## src/core/csr_pkg.sv

```systemverilog
// shared constants and types of the charge status pulse reporter
// Operation
// RULE1: one shared line: host sends a request strobe, device answers with pulses.
// RULE2: line is active low, idles high by pull-up; parties only pull low.
// RULE3: count 1 die hot, 2 battery temp fault, 3 over-voltage, 23 error; 4-12 unused.
// RULE4: high-rate setting reports 13..17 for the five charge phases in order.
// RULE5: low-rate setting reports 18..22 for the same five phases in order.
// RULE6: host drives line low at least 200ns, then releases it.
// RULE7: device waits for strobe rising edge, then the report delay, then replies.
// RULE8: reply pulses are spaced at the pulse period throughout the burst.
// RULE9: host keeps strobe low below the maximum pulse time or reports may be false.
// RULE10: host counts pulses; long high time ends burst; count maps to status.
package csr_pkg;
	localparam int unsigned CLK_HZ = 40000000;
	localparam int unsigned CLK_PS = 25000;
	localparam int unsigned REQ_LOW_NS = 200;
	localparam int unsigned REQ_LOW_CYC = (REQ_LOW_NS * 1000 + CLK_PS - 1) / CLK_PS;
	localparam int unsigned RPT_DELAY_NS = 10000;
	localparam int unsigned PULSE_PERIOD_NS = 10000;
	localparam int unsigned MAX_STROBE_NS = 20000;
	localparam int unsigned RPT_DELAY_CYC = (RPT_DELAY_NS * 1000 + CLK_PS - 1) / CLK_PS;
	localparam int unsigned PERIOD_CYC = (PULSE_PERIOD_NS * 1000) / CLK_PS;
	localparam int unsigned MAX_STROBE_CYC = (MAX_STROBE_NS * 1000) / CLK_PS;
	localparam int CW = 16;
	localparam logic [4:0] CNT_DIE_HOT = 5'h01;
	localparam logic [4:0] CNT_BAT_TEMP = 5'h02;
	localparam logic [4:0] CNT_OVP = 5'h03;
	localparam logic [4:0] CNT_HIGH_BASE = 5'h0d;
	localparam logic [4:0] CNT_LOW_BASE = 5'h12;
	localparam logic [4:0] CNT_ERROR = 5'h17;
	localparam logic [2:0] PHASE_LAST = 3'h4;
	typedef enum logic [3:0] {
		CSR_IDLE = 4'h1,
		CSR_STROBE = 4'h2,
		CSR_DELAY = 4'h4,
		CSR_BURST = 4'h8
	} csr_state_e;
	typedef struct packed {
		logic die_hot;
		logic bat_temp_fault;
		logic over_voltage;
		logic high_rate_setting;
		logic [2:0] phase;
	} csr_status_s;
	typedef struct packed {
		logic [2:0] sync;
		logic level;
	} csr_sync_s;
endpackage : csr_pkg

```

## src/core/csr_reporter.sv

```systemverilog
// status line reporter: strobe detection and pulse-count reply
`timescale 1ns/1ps
module csr_reporter #(
	parameter int unsigned RPT_DELAY = csr_pkg::RPT_DELAY_CYC,
	parameter int unsigned PERIOD = csr_pkg::PERIOD_CYC,
	parameter int unsigned MAX_STROBE = csr_pkg::MAX_STROBE_CYC
) (
	input wire logic clk_i,
	input wire logic rst_n_i,
	input wire csr_pkg::csr_status_s status_i,
	input wire logic line_i,
	output logic line_o,
	output logic line_oe_o,
	output logic busy_o
);
	localparam logic [csr_pkg::CW-1:0] DLY = csr_pkg::CW'(RPT_DELAY);
	localparam logic [csr_pkg::CW-1:0] PER = csr_pkg::CW'(PERIOD);
	localparam logic [csr_pkg::CW-1:0] HALF = csr_pkg::CW'(PERIOD / 2);
	localparam logic [csr_pkg::CW-1:0] MAXS = csr_pkg::CW'(MAX_STROBE);
	localparam logic [csr_pkg::CW-1:0] MINS = csr_pkg::CW'(csr_pkg::REQ_LOW_CYC);

	typedef struct packed {
		csr_pkg::csr_state_e st;
		logic [csr_pkg::CW-1:0] tmr;
		logic [4:0] left;
		logic [4:0] sent;
		logic oe;
		logic busy;
	} csr_rep_s;

	csr_rep_s r, next_r;
	logic line_s;
	logic [4:0] code;

	csr_sync u_sync (
		.clk_i(clk_i),
		.rst_n_i(rst_n_i),
		.d_i(line_i),
		.q_o(line_s)
	);

	// faults take priority over charge phases; a bad phase reports an error
	always_comb begin
		code = csr_pkg::CNT_ERROR; // RULE3
		if (status_i.die_hot) begin
			code = csr_pkg::CNT_DIE_HOT; // RULE3
		end else if (status_i.bat_temp_fault) begin
			code = csr_pkg::CNT_BAT_TEMP; // RULE3
		end else if (status_i.over_voltage) begin
			code = csr_pkg::CNT_OVP; // RULE3
		end else if (status_i.phase <= csr_pkg::PHASE_LAST) begin
			if (status_i.high_rate_setting) begin
				code = csr_pkg::CNT_HIGH_BASE + 5'(status_i.phase); // RULE4
			end else begin
				code = csr_pkg::CNT_LOW_BASE + 5'(status_i.phase); // RULE5
			end
		end
	end

	always_comb begin
		next_r = r;
		case (r.st)
			csr_pkg::CSR_IDLE: begin
				next_r.oe = 1'b0;
				next_r.busy = 1'b0;
				if (!line_s) begin
					next_r.st = csr_pkg::CSR_STROBE; // RULE1
					next_r.tmr = '0;
				end
			end
			csr_pkg::CSR_STROBE: begin
				// a low too short to be a strobe is dropped; two cycles of slack absorb pin jitter
				// a long low saturates the timer and still counts, so a slow pull-up is tolerated
				if (line_s) begin
					if (r.tmr >= MINS - 16'h0002) begin
						next_r.st = csr_pkg::CSR_DELAY; // RULE7
						next_r.tmr = '0;
						next_r.left = code;
						next_r.sent = '0;
						next_r.busy = 1'b1;
					end else begin
						next_r.st = csr_pkg::CSR_IDLE;
					end
				end else if (r.tmr < MAXS) begin
					next_r.tmr = r.tmr + 16'h0001;
				end
			end
			csr_pkg::CSR_DELAY: begin
				next_r.tmr = r.tmr + 16'h0001;
				if (r.tmr == DLY - 16'h0001) begin
					next_r.st = csr_pkg::CSR_BURST; // RULE7
					next_r.tmr = '0;
					next_r.oe = 1'b1; // RULE2
				end
			end
			csr_pkg::CSR_BURST: begin
				next_r.tmr = r.tmr + 16'h0001;
				if (r.tmr == HALF - 16'h0001) begin
					next_r.oe = 1'b0; // RULE2
					next_r.sent = r.sent + 5'h01;
					next_r.left = r.left - 5'h01;
				end
				if (r.tmr == PER - 16'h0001) begin
					next_r.tmr = '0; // RULE8
					if (r.left == 5'h00) begin
						next_r.st = csr_pkg::CSR_IDLE;
						next_r.busy = 1'b0;
					end else begin
						next_r.oe = 1'b1; // RULE8
					end
				end
			end
			default: begin
				next_r.st = csr_pkg::CSR_IDLE;
				next_r.oe = 1'b0;
			end
		endcase
	end

	always_ff @(posedge clk_i) begin
		if (!rst_n_i) begin
			r <= '{st: csr_pkg::CSR_IDLE, tmr: '0, left: '0, sent: '0, oe: 1'b0, busy: 1'b0};
		end else begin
			r <= next_r;
		end
	end

	assign line_o = 1'b0;
	assign line_oe_o = r.oe;
	assign busy_o = r.busy;
endmodule : csr_reporter

```

## src/core/csr_sync.sv

```systemverilog
// three-flop line synchroniser with agreement filter
`timescale 1ns/1ps
module csr_sync (
	input wire logic clk_i,
	input wire logic rst_n_i,
	input wire logic d_i,
	output logic q_o
);
	csr_pkg::csr_sync_s r, next_r;
	always_comb begin
		next_r = r;
		next_r.sync = {r.sync[1:0], d_i};
		// first flop feeds only the second; stages two and three must agree
		if (r.sync[2] == r.sync[1]) begin
			next_r.level = r.sync[2];
		end
	end
	always_ff @(posedge clk_i) begin
		if (!rst_n_i) begin
			r <= {3'h7, 1'b1};
		end else begin
			r <= next_r;
		end
	end
	assign q_o = r.level;
endmodule : csr_sync

```

## config.mk

```make
export PLATFORM = sky130hd
export DESIGN_NAME = csr_reporter
export DESIGN_NICKNAME = d
export VERILOG_FILES = /design/src/core/csr_pkg.sv /design/src/core/csr_reporter.sv /design/src/core/csr_sync.sv
export SDC_FILE = /design/constraint.sdc
export NUM_CORES = 1
export LEC_CHECK = 0
export BUFFER_PORTS_ARGS = -buffer_cell sky130_fd_sc_hd__buf_2
export CAP_MARGIN = 10
export CORE_ASPECT_RATIO = 1.75
export CORE_UTILIZATION = 51
export CTS_BUF_LIST = sky130_fd_sc_hd__clkbuf_8
export DETAILED_ROUTE_END_ITERATION = 16
export GPL_TIMING_DRIVEN = 0
export PLACE_DENSITY = 0.66
export SETUP_SLACK_MARGIN = 0.2
export SKIP_CTS_REPAIR_TIMING = 1
export SYNTH_ARGS = -nofsm -noshare
export SYNTH_HDL_FRONTEND = slang
export SYNTH_SLANG_ARGS = --single-unit
```

## constraint.sdc

```tcl
create_clock -name clk_i -period 6.1 [get_ports clk_i]
set_input_delay 1.22 -clock clk_i [delete_from_list [all_inputs] [get_ports clk_i]]
set_output_delay 1.22 -clock clk_i [all_outputs]
set_load 0.02 [all_outputs]
```

After elaboration in Yosys (flattened, before gate mapping)
Cells that the tools add are included.

Output and inout bits: 3. Register bits after elaboration: 36. Word-level logic and storage cells: 69. Input port bits: 10.

Eq/ne operators: 16. Magnitude comparators: 3. Add/subtract/negate cells: 5. Multiplexer cells: 27. Reductions and logical operators: 9. Bitwise operators: 1.

Operators with widths (number): $pmux W16 S4 (1); $mux W20 (3); $mux W16 (2); $mux W26 (1); $mux W5 (5); $pmux W10 S2 (1); $add A16 B1 Y16 const B (1); $eq A16 B8 Y1 const B (1); $eq A16 B9 Y1 const B (1); $ge A16 B3 Y1 const B (1); $lt A16 B10 Y1 const B (1); $pmux W4 S4 (1); $ne A2 B2 Y1 const B (6); $mux W11 (1); $mux W10 (1); $reduce_and A5 Y1 (2); $mux W4 (2); $reduce_and A4 Y1 (2); $pmux W1 S3 (2); $add A4 B3 Y5 const A (1); $add A5 B1 Y5 const B (1); $add A5 B3 Y5 const A (1); $logic_not A5 Y1 (1); $mux W1 (5); other kinds (17) (17).

Longest topological paths before layout
Gate-level depths: netlist (run 1).

Depth after elaboration: 9. Depth in mapped cells: 8. Depth with buffers taken out: 8.

Hierarchy
From an unflattened synthesis (run 1), not the netlist that was laid out.

Cells, all modules: 247. Area, all modules: 2069.5 um^2.

By module, submodules not included: csr_reporter (times used 1, sequential area each 540.5 um^2, cells an instance 237, area each 1956.9 um^2); csr_sync (times used 1, sequential area each 80.1 um^2, cells an instance 10, area each 112.6 um^2).

Worst setup path after synthesis (run 1)
No wires, ideal clock.

Kind: input to register. Start point: in status_i[0] in the netlist's numbering. End point: reg r[11] in the netlist's numbering. Required time: 6.041 ns. Library setup time: 0.059 ns. Path buffers: 0. Stages: 8. Slack: 3.528 ns. Data arrival time: 2.512 ns. Cells stage by stage: ha_1 -> inv_1 -> ha_1 -> and2_1 -> a2111oi_0 -> a21oi_1 -> a21oi_1 -> o221a_2.

Word-level cells in the longest chain between the ends: 9. Elaborated cells between the ends (all ways): 11. Classes of those cells: add/sub (2); order compare (1); mux (8).

Ends and longest elaborated chain: from (decl) (line csr_reporter.sv:10) `input wire csr_pkg::csr_status_s status_i,`; $add A5 B3 Y5 or $add A4 B3 Y5 (tied branches) (line csr_reporter.sv:55, csr_reporter.sv:53); $mux W5 (line csr_reporter.sv:52) `if (status_i.high_rate_setting) begin`; $mux W5 (*) (line csr_reporter.sv:51) `end else if (status_i.phase <= csr_pkg::PHASE_LAST) begin`; $mux W5 (*) (line csr_reporter.sv:49) `end else if (status_i.over_voltage) begin`; $mux W5 (*) (line csr_reporter.sv:47) `end else if (status_i.bat_temp_fault) begin`; $mux W5 (*) (line csr_reporter.sv:45) `if (status_i.die_hot) begin`; $mux W26 (*) (line csr_reporter.sv:75) `if (r.tmr >= MINS - 16'h0002) begin`; $mux W10 (*) (line csr_reporter.sv:74) `if (line_s) begin`; $pmux W10 S2 (*) (line csr_reporter.sv:62) `case (r.st)`; to (signal assigned) (line csr_reporter.sv:122) `r <= '{st: csr_pkg::CSR_IDLE, tmr: '0, left: '0, sent: '0, oe: 1'b0, busy: 1'b0};`; to (signal assigned) (line csr_reporter.sv:124) `r <= next_r;`; to (decl) (line csr_reporter.sv:31) `csr_rep_s r, next_r;`.

Mark *: on every way between the ends. The rest lies on a longest branch, timed or not. The select of a mux whose other input is x is not followed. A chain may end at the register's enable or synchronous reset.

Worst setup path after layout (run 1)
Same ends and word-level chain as after synthesis.

==> summary.md, run 1 <==
| Metric | Value |
|---|---|
| Status | `finished clean` |
| Wirelength, routed | `4.60 mm` |
| CTS H-tree depth | `2` |
| Worst relative slew slack | `0.451` |
| Max Fclk | `approximately 0.38 GHz` |
| Tmin final | `between 2 and 3 ns` |
| Largest net degree at the start of global routing | `11` |
| Final nets | `roughly 280` |
| Vias in the first global route | `roughly 1700` |
| GRT overflow | `0` |
| Most common cell after layout, fill and taps aside | `dfxtp_1` |
| DRC | `0` |
| Main synth FF type | `dfxtp_1` |
| Static leakage | `around 0.86 nW` |
| Clock sink total | `31` |
| Worst Setup Start Kind | `primary input` |
| CP Capture Type | `register` |
| Data required, critical path | `roughly 6.3 ns` |
| Via count | `1839` |
| CTS tree | `yes` |
| Total die area | `0.00426 mm2` |
| Crit path kind | `primary input to register` |
| Max FO, Critical Path | `4` |
| EDFF count, synth | `0` |
| Initial drt markers | `26` |
| Slew Viols, Final | `0` |
| Final setup fails | `0` |
| Hold Path Depth | `1` |
| Global Route Usage Sum | `0.242` |
| CTS max path bufs | `2` |
| Pwr dens | `171 mW/mm2` |
| Most frequent cells in the layout | `31 x dfxtp_1, 24 x nor2_1, 18 x a21oi_1` |
| CTS Buf Count | `5` |
| FF+latch count, synth | `31` |
| First-pass GRT wire length | `just under 8 mm` |
| N_diodes | `0` |
| Num rows | `30` |
| Netlist cell types | `between 50 and 60` |
| Antenna-violating nets left | `0` |
| I/O pins | `13` |
| Worst Hold Class | `register to register` |
| Dpl hpwl | `about 3.5 mm` |
| Skew-Pair Late Insertion Delay | `around 0.29 ns` |
| Number of I/O port buffers | `10` |
| Netlist Area Pre-Place | `between 0.002 and 0.0025 mm2` |
| Post-synthesis cell count | `246` |
| Slew @ Worst Pin | `0.823 ns` |
| Worst-path clk slew | `roughly 0.070 ns` |
| Worst-case clock skew | `about 0.0076 ns` |
| Ys Warns | `0` |
| WL/cell | `14.7 um` |
| Syn Area/Cell | `~8.3 um2` |
| Setup TNS | `0 ns` |
| Max-cap check violation count | `0` |
| GP Congestion | `between 0.8 and 0.9` |
| Core Region | `0.00383 mm2` |
| CP Data Arrival Time | `a little under 3 ns` |
| Pre-Repair DR Iteration Count | `4` |
| Post-synthesis sequential area ratio | `0.305` |
| RSZ-0062 raised after global routing | `no` |
| Die Y-Extent | `85.6 um` |
| Area growth, synth to finish | `9.53%` |
| Worst R2R Path Depth | `7` |
| Via density | `5.89` |
| Initial antenna violation count | `0` |
| Hold Vio Cnt, Final | `0` |
| Share of cells above drive strength 1 | `0.152` |
| Period utilization | `0.437` |
| Async SR Flop Fraction | `0` |
| Die X | `between 40 and 50 um` |
| Synthesized Nets | `265` |
| Max IR drop VDD | `approximately 0.00013 V` |
| Starting Density | `0.531` |
| CTS Root Cell | `clkbuf_8` |
| Total power | `0.380 mW` |
## metal layers
metal  track usage  vias to the layer above  routed length [um]
met2         0.464                       29                2580
met5             0                        -                   0
li1              -                      932                   -
met1         0.248                      870                1820
met4         0.112                        0                  91
met3        0.0337                        8                 113
## synth_stat cells, types with 2 or more instances
| master | instances | area [um2] |
|---|---|---|
| a211oi_1 | 4 | 30.0 |
| a21oi_1 | 18 | 90.1 |
| a311oi_1 | 2 | 17.5 |
| a31o_2 | 2 | 17.5 |
| a31oi_1 | 2 | 12.5 |
| and2_1 | 5 | 31.3 |
| and3_1 | 4 | 25.0 |
| and4_1 | 4 | 35.0 |
| buf_2 | 3 | 15.0 |
| buf_4 | 2 | 15.0 |
| buf_6 | 2 | 22.5 |
| clkbuf_1 | 5 | 18.8 |
| dfxtp_1 | 31 | 621 |
| ha_1 | 9 | 113 |
| inv_1 | 14 | 52.6 |
| nand2_1 | 10 | 37.5 |
| nand2b_1 | 4 | 25.0 |
| nand3_1 | 13 | 65.1 |
| nand4_1 | 5 | 31.3 |
| nor2_1 | 24 | 90.1 |
| nor2b_1 | 4 | 25.0 |
| nor3_1 | 6 | 30.0 |
| nor3_2 | 2 | 20.0 |
| nor3b_1 | 4 | 30.0 |
| nor4_1 | 4 | 25.0 |
| nor4b_1 | 4 | 35.0 |
| o21a_1 | 2 | 15.0 |
| o21ai_0 | 8 | 40.0 |
| o22ai_1 | 5 | 31.3 |
| o2bb2ai_1 | 2 | 17.5 |
| o31ai_1 | 2 | 15.0 |
| or3_1 | 6 | 37.5 |
| xnor2_1 | 9 | 78.8 |
| xor2_1 | 2 | 17.5 |
## final cells by class
| class | instances | area (um2) |
|---|---|---|
| flip-flops and latches | 31 | 621 |
| clock buffers | 5 | 68.8 |
| repair buffers | 10 | 50.0 |
| inverters | 15 | 56.3 |
| plain buffers | 12 | 71.3 |
| clock inverters | 3 | 15.0 |
| fillers | 388 | 1600 |
| well taps | 48 | 60.1 |
| multi-input cells | 188 | 1290 |
## per-stage QoR
step                      setup slack, ns  utilization  hold WS [ns]  instances  area [um2]
after global placement               3.18        0.560         0.390        304        2140
after global routing                 3.26        0.582         0.438        312        2230
after CTS                            3.45        0.582         0.410        312        2230
final                                3.44        0.582         0.400        312        2230
after floorplan                      3.53            -         0.386        246        2030
after detailed placement             3.15        0.560         0.395        304        2140
## cell families after synthesis
group                      share of synthesized area
xor gates and xnor gates                      0.0474
buffers and inverters                         0.0627
other                                        0.00184
AOI/OAI and AO/OA                              0.199
muxes                                         0.0105
DFF                                            0.305
and+or+nand+nor                                0.318
adders and majority gates                     0.0554
## report_power, final
part | switching [mW] | internal (mW)
registers | 0.000354 | 0.203
logic | 0.0126 | 0.00856
clock network | 0.0774 | 0.0778
## registers in the layout, summed over array words and instances, names as in the netlist
name	cells
busy_o	1
line_oe_o	1
u_sync.q_o	1
u_sync.next_r	2
r	25
u_sync.r	1
## worst max-delay path: stages
cell       delay (ns)
buf_2            0.13
ha_1             0.16
inv_1            0.05
ha_1             0.16
and2_1           0.15
a2111oi_0        0.60
a21oi_1          0.08
a21oi_1          0.14
o221a_2          0.19
## path summary, 6_finish.rpt
check / startpoint / end / slack [ns]
worst max-delay path: status_i[0] / r[11] / 3.44
worst min-delay path: u_sync.next_r[2] / u_sync.next_r[3] / 0.40
worst max register to register: r[19] / r[17] / 3.69
worst min register to register: u_sync.next_r[2] / u_sync.next_r[3] / 0.40
Note: power is estimated with default switching activity, not from simulation.
==> run 2, diff against run 1 <==
PLACE_DENSITY = 0.69   (was 0.66)
clock period = 2.3 ns   (was 6.1 ns; I/O delays follow)
==> run 2 against run 1 <==
Effect of this change: global-route usage decreased by 0.34 points; utilization increased by 4.5 points; via count increased by 2.8%; total power increased to 2.7 times the previous value; sequential power increased to 2.6 times the previous value; design area increased by 7.8%; clock skew increased by 0.0013 ns; non-clock buffer count increased by 9; sequential cell count unchanged; critical endpoint is now r[18]; largest power group unchanged; sequential share of layout area decreased by 2.0 points; largest cell class unchanged; worst hold slack got worse by 0.050 ns.
==> summary.md, run 2 (synthesis gave the netlist of run 1 again) <==
| Metric | Value |
|---|---|
| Fin area | `between 0.002 and 0.0025 mm2` |
| GR Util met2 | `0.447` |
| Max Fclk | `around 0.46 GHz` |
| Cell total after placement | `304` |
| Most frequent cells in the layout | `30 x dfxtp_1, 24 x nor2_1, 18 x a21oi_1` |
| Vias in the first global route | `1749` |
| CTS tree | `yes` |
| Met3 Use GR | `0.0443` |
| CP max stage delay | `between 0.4 and 0.5 ns` |
| Number of I/O port buffers | `10` |
| RSZ-0062 raised after global routing | `yes` |
| Starting Density | `0.531` |
| Hold slack | `between 0.3 and 0.4 ns` |
| Worst Setup Start Kind | `register` |
| Final nets | `291` |
| Clock power frac | `0.406` |
| Pre-Repair DR Iteration Count | `4` |
| First-pass GRT wire length | `7.75 mm` |
| Largest net degree at the start of global routing | `11` |
| Max FO, Critical Path | `10` |
| Sw Ratio | `0.237` |
| Static leakage | `approximately 0.9 nW` |
| CP Capture Type | `register` |
| Slew Viols, Final | `0` |
| Final std cells w/o fill | `321` |
| Filler cells | `around 360` |
| Internal reg-to-reg setup slack | `between 0.1 and 0.15 ns` |
| CP max stage cell | `dfxtp_1` |
| Die Y-Extent | `approximately 86 um` |
| Crit-path cells | `nor4bb_1 -> nand4_1 -> a31o_4 -> o31ai_4 -> buf_4 -> nor2_1` |
| WL/cell | `about 15 um` |
| Via count | `1891` |
| Hold Vio Cnt, Final | `0` |
| Global Route Usage Sum | `0.238` |
| Period utilization | `0.946` |
| Met1 usage in global routing | `0.238` |
| Max reg flops | `25` |
| Core Region | `0.00383 mm2` |
| Gate power share | `0.058` |
| Worst Hold Class | `primary input to register` |
| Final setup fails | `0` |
| Share of cells above drive strength 1 | `0.212` |
| Most flops, register | `r` |
| CTS Root Cell | `clkbuf_8` |
| DP Area | `approximately 0.0021 mm2` |
| Num rows | `30` |
| I/O pins | `13` |
| Status | `finished clean` |
| Via density | `roughly 5.9` |
| N_diodes | `0` |
| GRT overflow | `0` |
| Initial antenna violation count | `0` |
| Seq pwr share | `0.536` |
| GP Congestion | `0.847` |
| P_int | `0.770 mW` |
| Wirelength, routed | `between 4 and 5 mm` |
| CTS max path bufs | `2` |
| Clock sink total | `31` |
| Pre-CTS setup slack | `-0.111 ns` |
| CP top delay family | `simple AND/OR/NAND/NOR gates` |
| Total die area | `approximately 0.0043 mm2` |
| Area growth, synth to finish | `18.1%` |
| Tmin final | `between 2 and 2.5 ns` |
| P_sw | `0.238 mW` |
| Max-cap check violation count | `0` |
| Crit path kind | `register to register` |
| Worst-case clock skew | `between 0.008 and 0.009 ns` |
| Worst-path clk slew | `around 0.070 ns` |
| CTS Buf Count | `5` |
| DRC | `0` |
| Slew @ Worst Pin | `just under 0.6 ns` |
| Most common cell after layout, fill and taps aside | `dfxtp_1` |
| CP Data Arrival Time | `2.35 ns` |
| Max IR drop VDD | `approximately 0.00047 V` |
| Data required, critical path | `2.47 ns` |
| Skew-Pair Late Insertion Delay | `approximately 0.28 ns` |
| Final WS setup | `approximately 0.12 ns` |
| Die X | `about 50 um` |
| Antenna-violating nets left | `0` |
| Pwr dens | `420 mW/mm2` |
| Worst relative slew slack | `0.601` |
| CTS H-tree depth | `2` |
| Dpl hpwl | `between 3 and 4 mm` |
| Initial drt markers | `between 50 and 60` |
| Most Crowded Layer GR | `met2` |
| Critical path buffers and inverters | `1` |
run 2: changes by cell type in the layout (fill, tap and decap cells not counted), sizes merged:
cell / before / now
buf: 17 / 26
run 2: routing by layer:
metal  share of wire  up-vias
met1            0.38      873
met3           0.036       12
li1                -      958
met5               0        -
met4           0.034        0
met2            0.55       48
run 2: final timing paths:
path | start | to | cells past startpoint
worst min-delay path | line_i | u_sync.next_r[2] | 2
worst max-delay path | r[20] | r[18] | 6
worst min register to register | u_sync.next_r[2] | u_sync.next_r[3] | 1
worst max register to register | r[20] | r[18] | 6
run 2: per-stage QoR:
stage               utilization  total power, mW  setup TNS [ns]
floorplan                     -            0.587               0
global placement          0.560            0.607          -0.909
detailed placement        0.560            0.608           -1.06
CTS                       0.582             1.02           -1.36
global route              0.627             1.05               0
finish                    0.627             1.01               0
run 2: final cells by class:
class                   count  area, um2  area share
clock inverters             3       15.0     0.00625
inverters                  15       56.3      0.0234
flip-flops and latches     31        622       0.259
repair buffers             19        118      0.0490
well taps                  48       60.1      0.0250
clock buffers               5       68.8      0.0286
multi-input cells         188       1380       0.574
plain buffers              12       83.8      0.0349
run 2: worst register-to-register path, cell delays in order (launching register included):
cell and delay, ns:
dfxtp_1 0.47, nor4bb_1 0.41, nand4_1 0.28, a31o_4 0.31
o31ai_4 0.30, buf_4 0.23, nor2_1 0.07
run 2: power by group through the flow:
stage	combinational [mW]	sequential, mW	clock [mW]
6_report	0.0585	0.540	0.410
3_3_place_gp	0.0551	0.552	0
5_1_grt	0.0652	0.540	0.443
4_1_cts	0.0566	0.540	0.419
3_5_place_dp	0.0563	0.552	0
2_1_floorplan	0.0352	0.552	0
==> run 3, diff against run 2 <==
REMOVE_ABC_BUFFERS = 1   (was default)
==> run 3 against run 2 <==
Effect of this change: worst hold slack better by 0.011 ns; critical path depth is 1 lower; cell count is 2.2% lower; setup slack better by 0.15 ns; largest cell class unchanged; register-to-register slack better by 0.15 ns; routed wire length is 1.1% higher; first-iteration DRC count is 23% lower; total power is 6.0% higher; die area stayed put; clock skew hardly changed; utilization is 0.098 points lower.
==> summary.md, run 3 (synthesis gave the netlist of run 1 again) <==
| Metric | Value |
|---|---|
| Status | `finished clean` |
| CP max stage cell | `or4_1` |
| WL/cell | `roughly 15 um` |
| DP Area | `about 0.0021 mm2` |
| Via count | `slightly below 2000` |
| CP top delay family | `simple AND/OR/NAND/NOR gates` |
| Hold Vio Cnt, Final | `0` |
| Die X | `49.7 um` |
| Antenna-violating nets left | `0` |
| Via density | `between 6 and 7` |
| Worst R2R Path Depth | `5` |
| Data required, critical path | `approximately 2.5 ns` |
| CP max stage delay | `around 0.51 ns` |
| Vias in the first global route | `about 1800` |
| CP Capture Type | `register` |
| Worst-path clk slew | `around 0.07 ns` |
| I/O pins | `13` |
| Critical Path Stages | `5` |
| Worst Hold Class | `primary input to register` |
| Wirelength, routed | `~4.8 mm` |
| Max FO, Critical Path | `6` |
| Initial drt markers | `40` |
| Pre-Repair DR Iteration Count | `4` |
| Internal reg-to-reg setup slack | `approximately 0.27 ns` |
| Clock sink total | `31` |
| Max-cap check violation count | `0` |
| DRC | `0` |
| CTS max path bufs | `2` |
| Tmin final | `around 2 ns` |
| Die Y-Extent | `roughly 86 um` |
| Slew @ Worst Pin | `~0.6 ns` |
| Hold slack | `~0.36 ns` |
| Worst relative slew slack | `0.581` |
| Crit-path cells | `nor4_4 -> a311oi_4 -> or2_4 -> or4_1 -> a21oi_1` |
| Skew-Pair Late Insertion Delay | `0.28 ns` |
| Total die area | `0.00426 mm2` |
| Num rows | `30` |
| Most common cell after layout, fill and taps aside | `dfxtp_1` |
| Share of cells above drive strength 1 | `0.214` |
| GP Congestion | `about 0.85` |
| CP Data Arrival Time | `about 2.2 ns` |
| First-pass GRT wire length | `7.62 mm` |
| Hold Path Depth | `2` |
| Crit path kind | `register to register` |
| Final setup fails | `0` |
| Starting Density | `0.531` |
| Core Region | `around 0.0038 mm2` |
| Largest net degree at the start of global routing | `14` |
| Number of I/O port buffers | `11` |
| RSZ-0062 raised after global routing | `no` |
| Most frequent cells in the layout | `26 x dfxtp_1, 24 x nor2_1, 18 x a21oi_1` |
| Period utilization | `0.882` |
| Max reg flops | `25` |
| CTS tree | `yes` |
| N_diodes | `0` |
| RR Startpoint | `r[23]` |
| Fin util | `0.626` |
| Dpl hpwl | `3.46 mm` |
| CTS Root Cell | `clkbuf_8` |
| Hold Crit Endpoint | `u_sync.next_r[2]` |
| Worst-case clock skew | `approximately 0.009 ns` |
| Worst Setup Start Kind | `register` |
| CTS Buf Count | `5` |
| Pwr dens | `approximately 450 mW/mm2` |
| Initial antenna violation count | `0` |
| Total power | `~1.1 mW` |
| Critical path buffers and inverters | `0` |
| Global Route Usage Sum | `0.229` |
| Static leakage | `around 0.88 nW` |
| Max Fclk | `around 0.49 GHz` |
| Final nets | `~280` |
| Hold Path Origin | `line_i` |
| Max IR drop VDD | `~0.00042 V` |
| Most flops, register | `r` |
| Fin area | `0.00240 mm2` |
| Reg-to-Reg End | `r[24]` |
| Slew Viols, Final | `0` |
| GRT overflow | `0` |
| Area growth, synth to finish | `17.9%` |
| CTS H-tree depth | `2` |
## run 3: cell types whose count changed in the layout (fill, tap and decap cells not counted), moves of 2 or more
cell      delta
buf_12       +2
clkbuf_1     -2
clkinv_2     -3
buf_4        -2
dfxtp_1      -4
clkbuf_8     +2
dfxtp_2      +4
clkbuf_2     -3
## run 3: report_power, final
part	internal [mW]	switching [mW]	total (mW)	leakage (nW)
Sequential	0.539	0.00122	0.540	0.252
Clock	0.268	0.199	0.468	0.0557
Combinational	0.0256	0.0356	0.0612	0.575
Total	0.833	0.236	1.07	0.882
## run 3: layout make-up
cell class                      count  area (um2)
Clock buffer                        7        96.3
Fill cell                         352        1430
Inverter                           15        56.3
Tap cell                           48        60.1
Timing Repair Buffer               24         178
Clock inverter                      1        3.75
Multi-Input combinational cell    188        1380
Sequential cell                    31         627
## run 3: worst max path at each step
stage | start | end | slack, ns
4_1_cts | r[13] | r[21] | -0.35
5_1_grt | r[23] | r[18] | 0.16
3_5_place_dp | r[13] | r[21] | -0.34
2_1_floorplan | r[31] | r[11] | -0.13
3_3_place_gp | r[31] | r[11] | -0.85
6_report | r[23] | r[24] | 0.27
## run 3: routing by layer
| metal | global-route usage | vias up | share of wire |
|---|---|---|---|
| li1 | - | 943 | - |
| met1 | 0.217 | 907 | 0.38 |
| met2 | 0.448 | 54 | 0.56 |
| met3 | 0.0266 | 18 | 0.030 |
| met4 | 0.138 | 0 | 0.030 |
| met5 | 0 | - | 0 |
## run 3: through the flow
stage,instances,worst slack [ns],setup TNS (ns)
floorplan,234,-0.129,-0.156
global placement,293,-0.848,-8.74
detailed placement,294,-0.338,-3.86
CTS,302,-0.355,-4.10
global route,314,0.163,0
finish,314,0.272,0
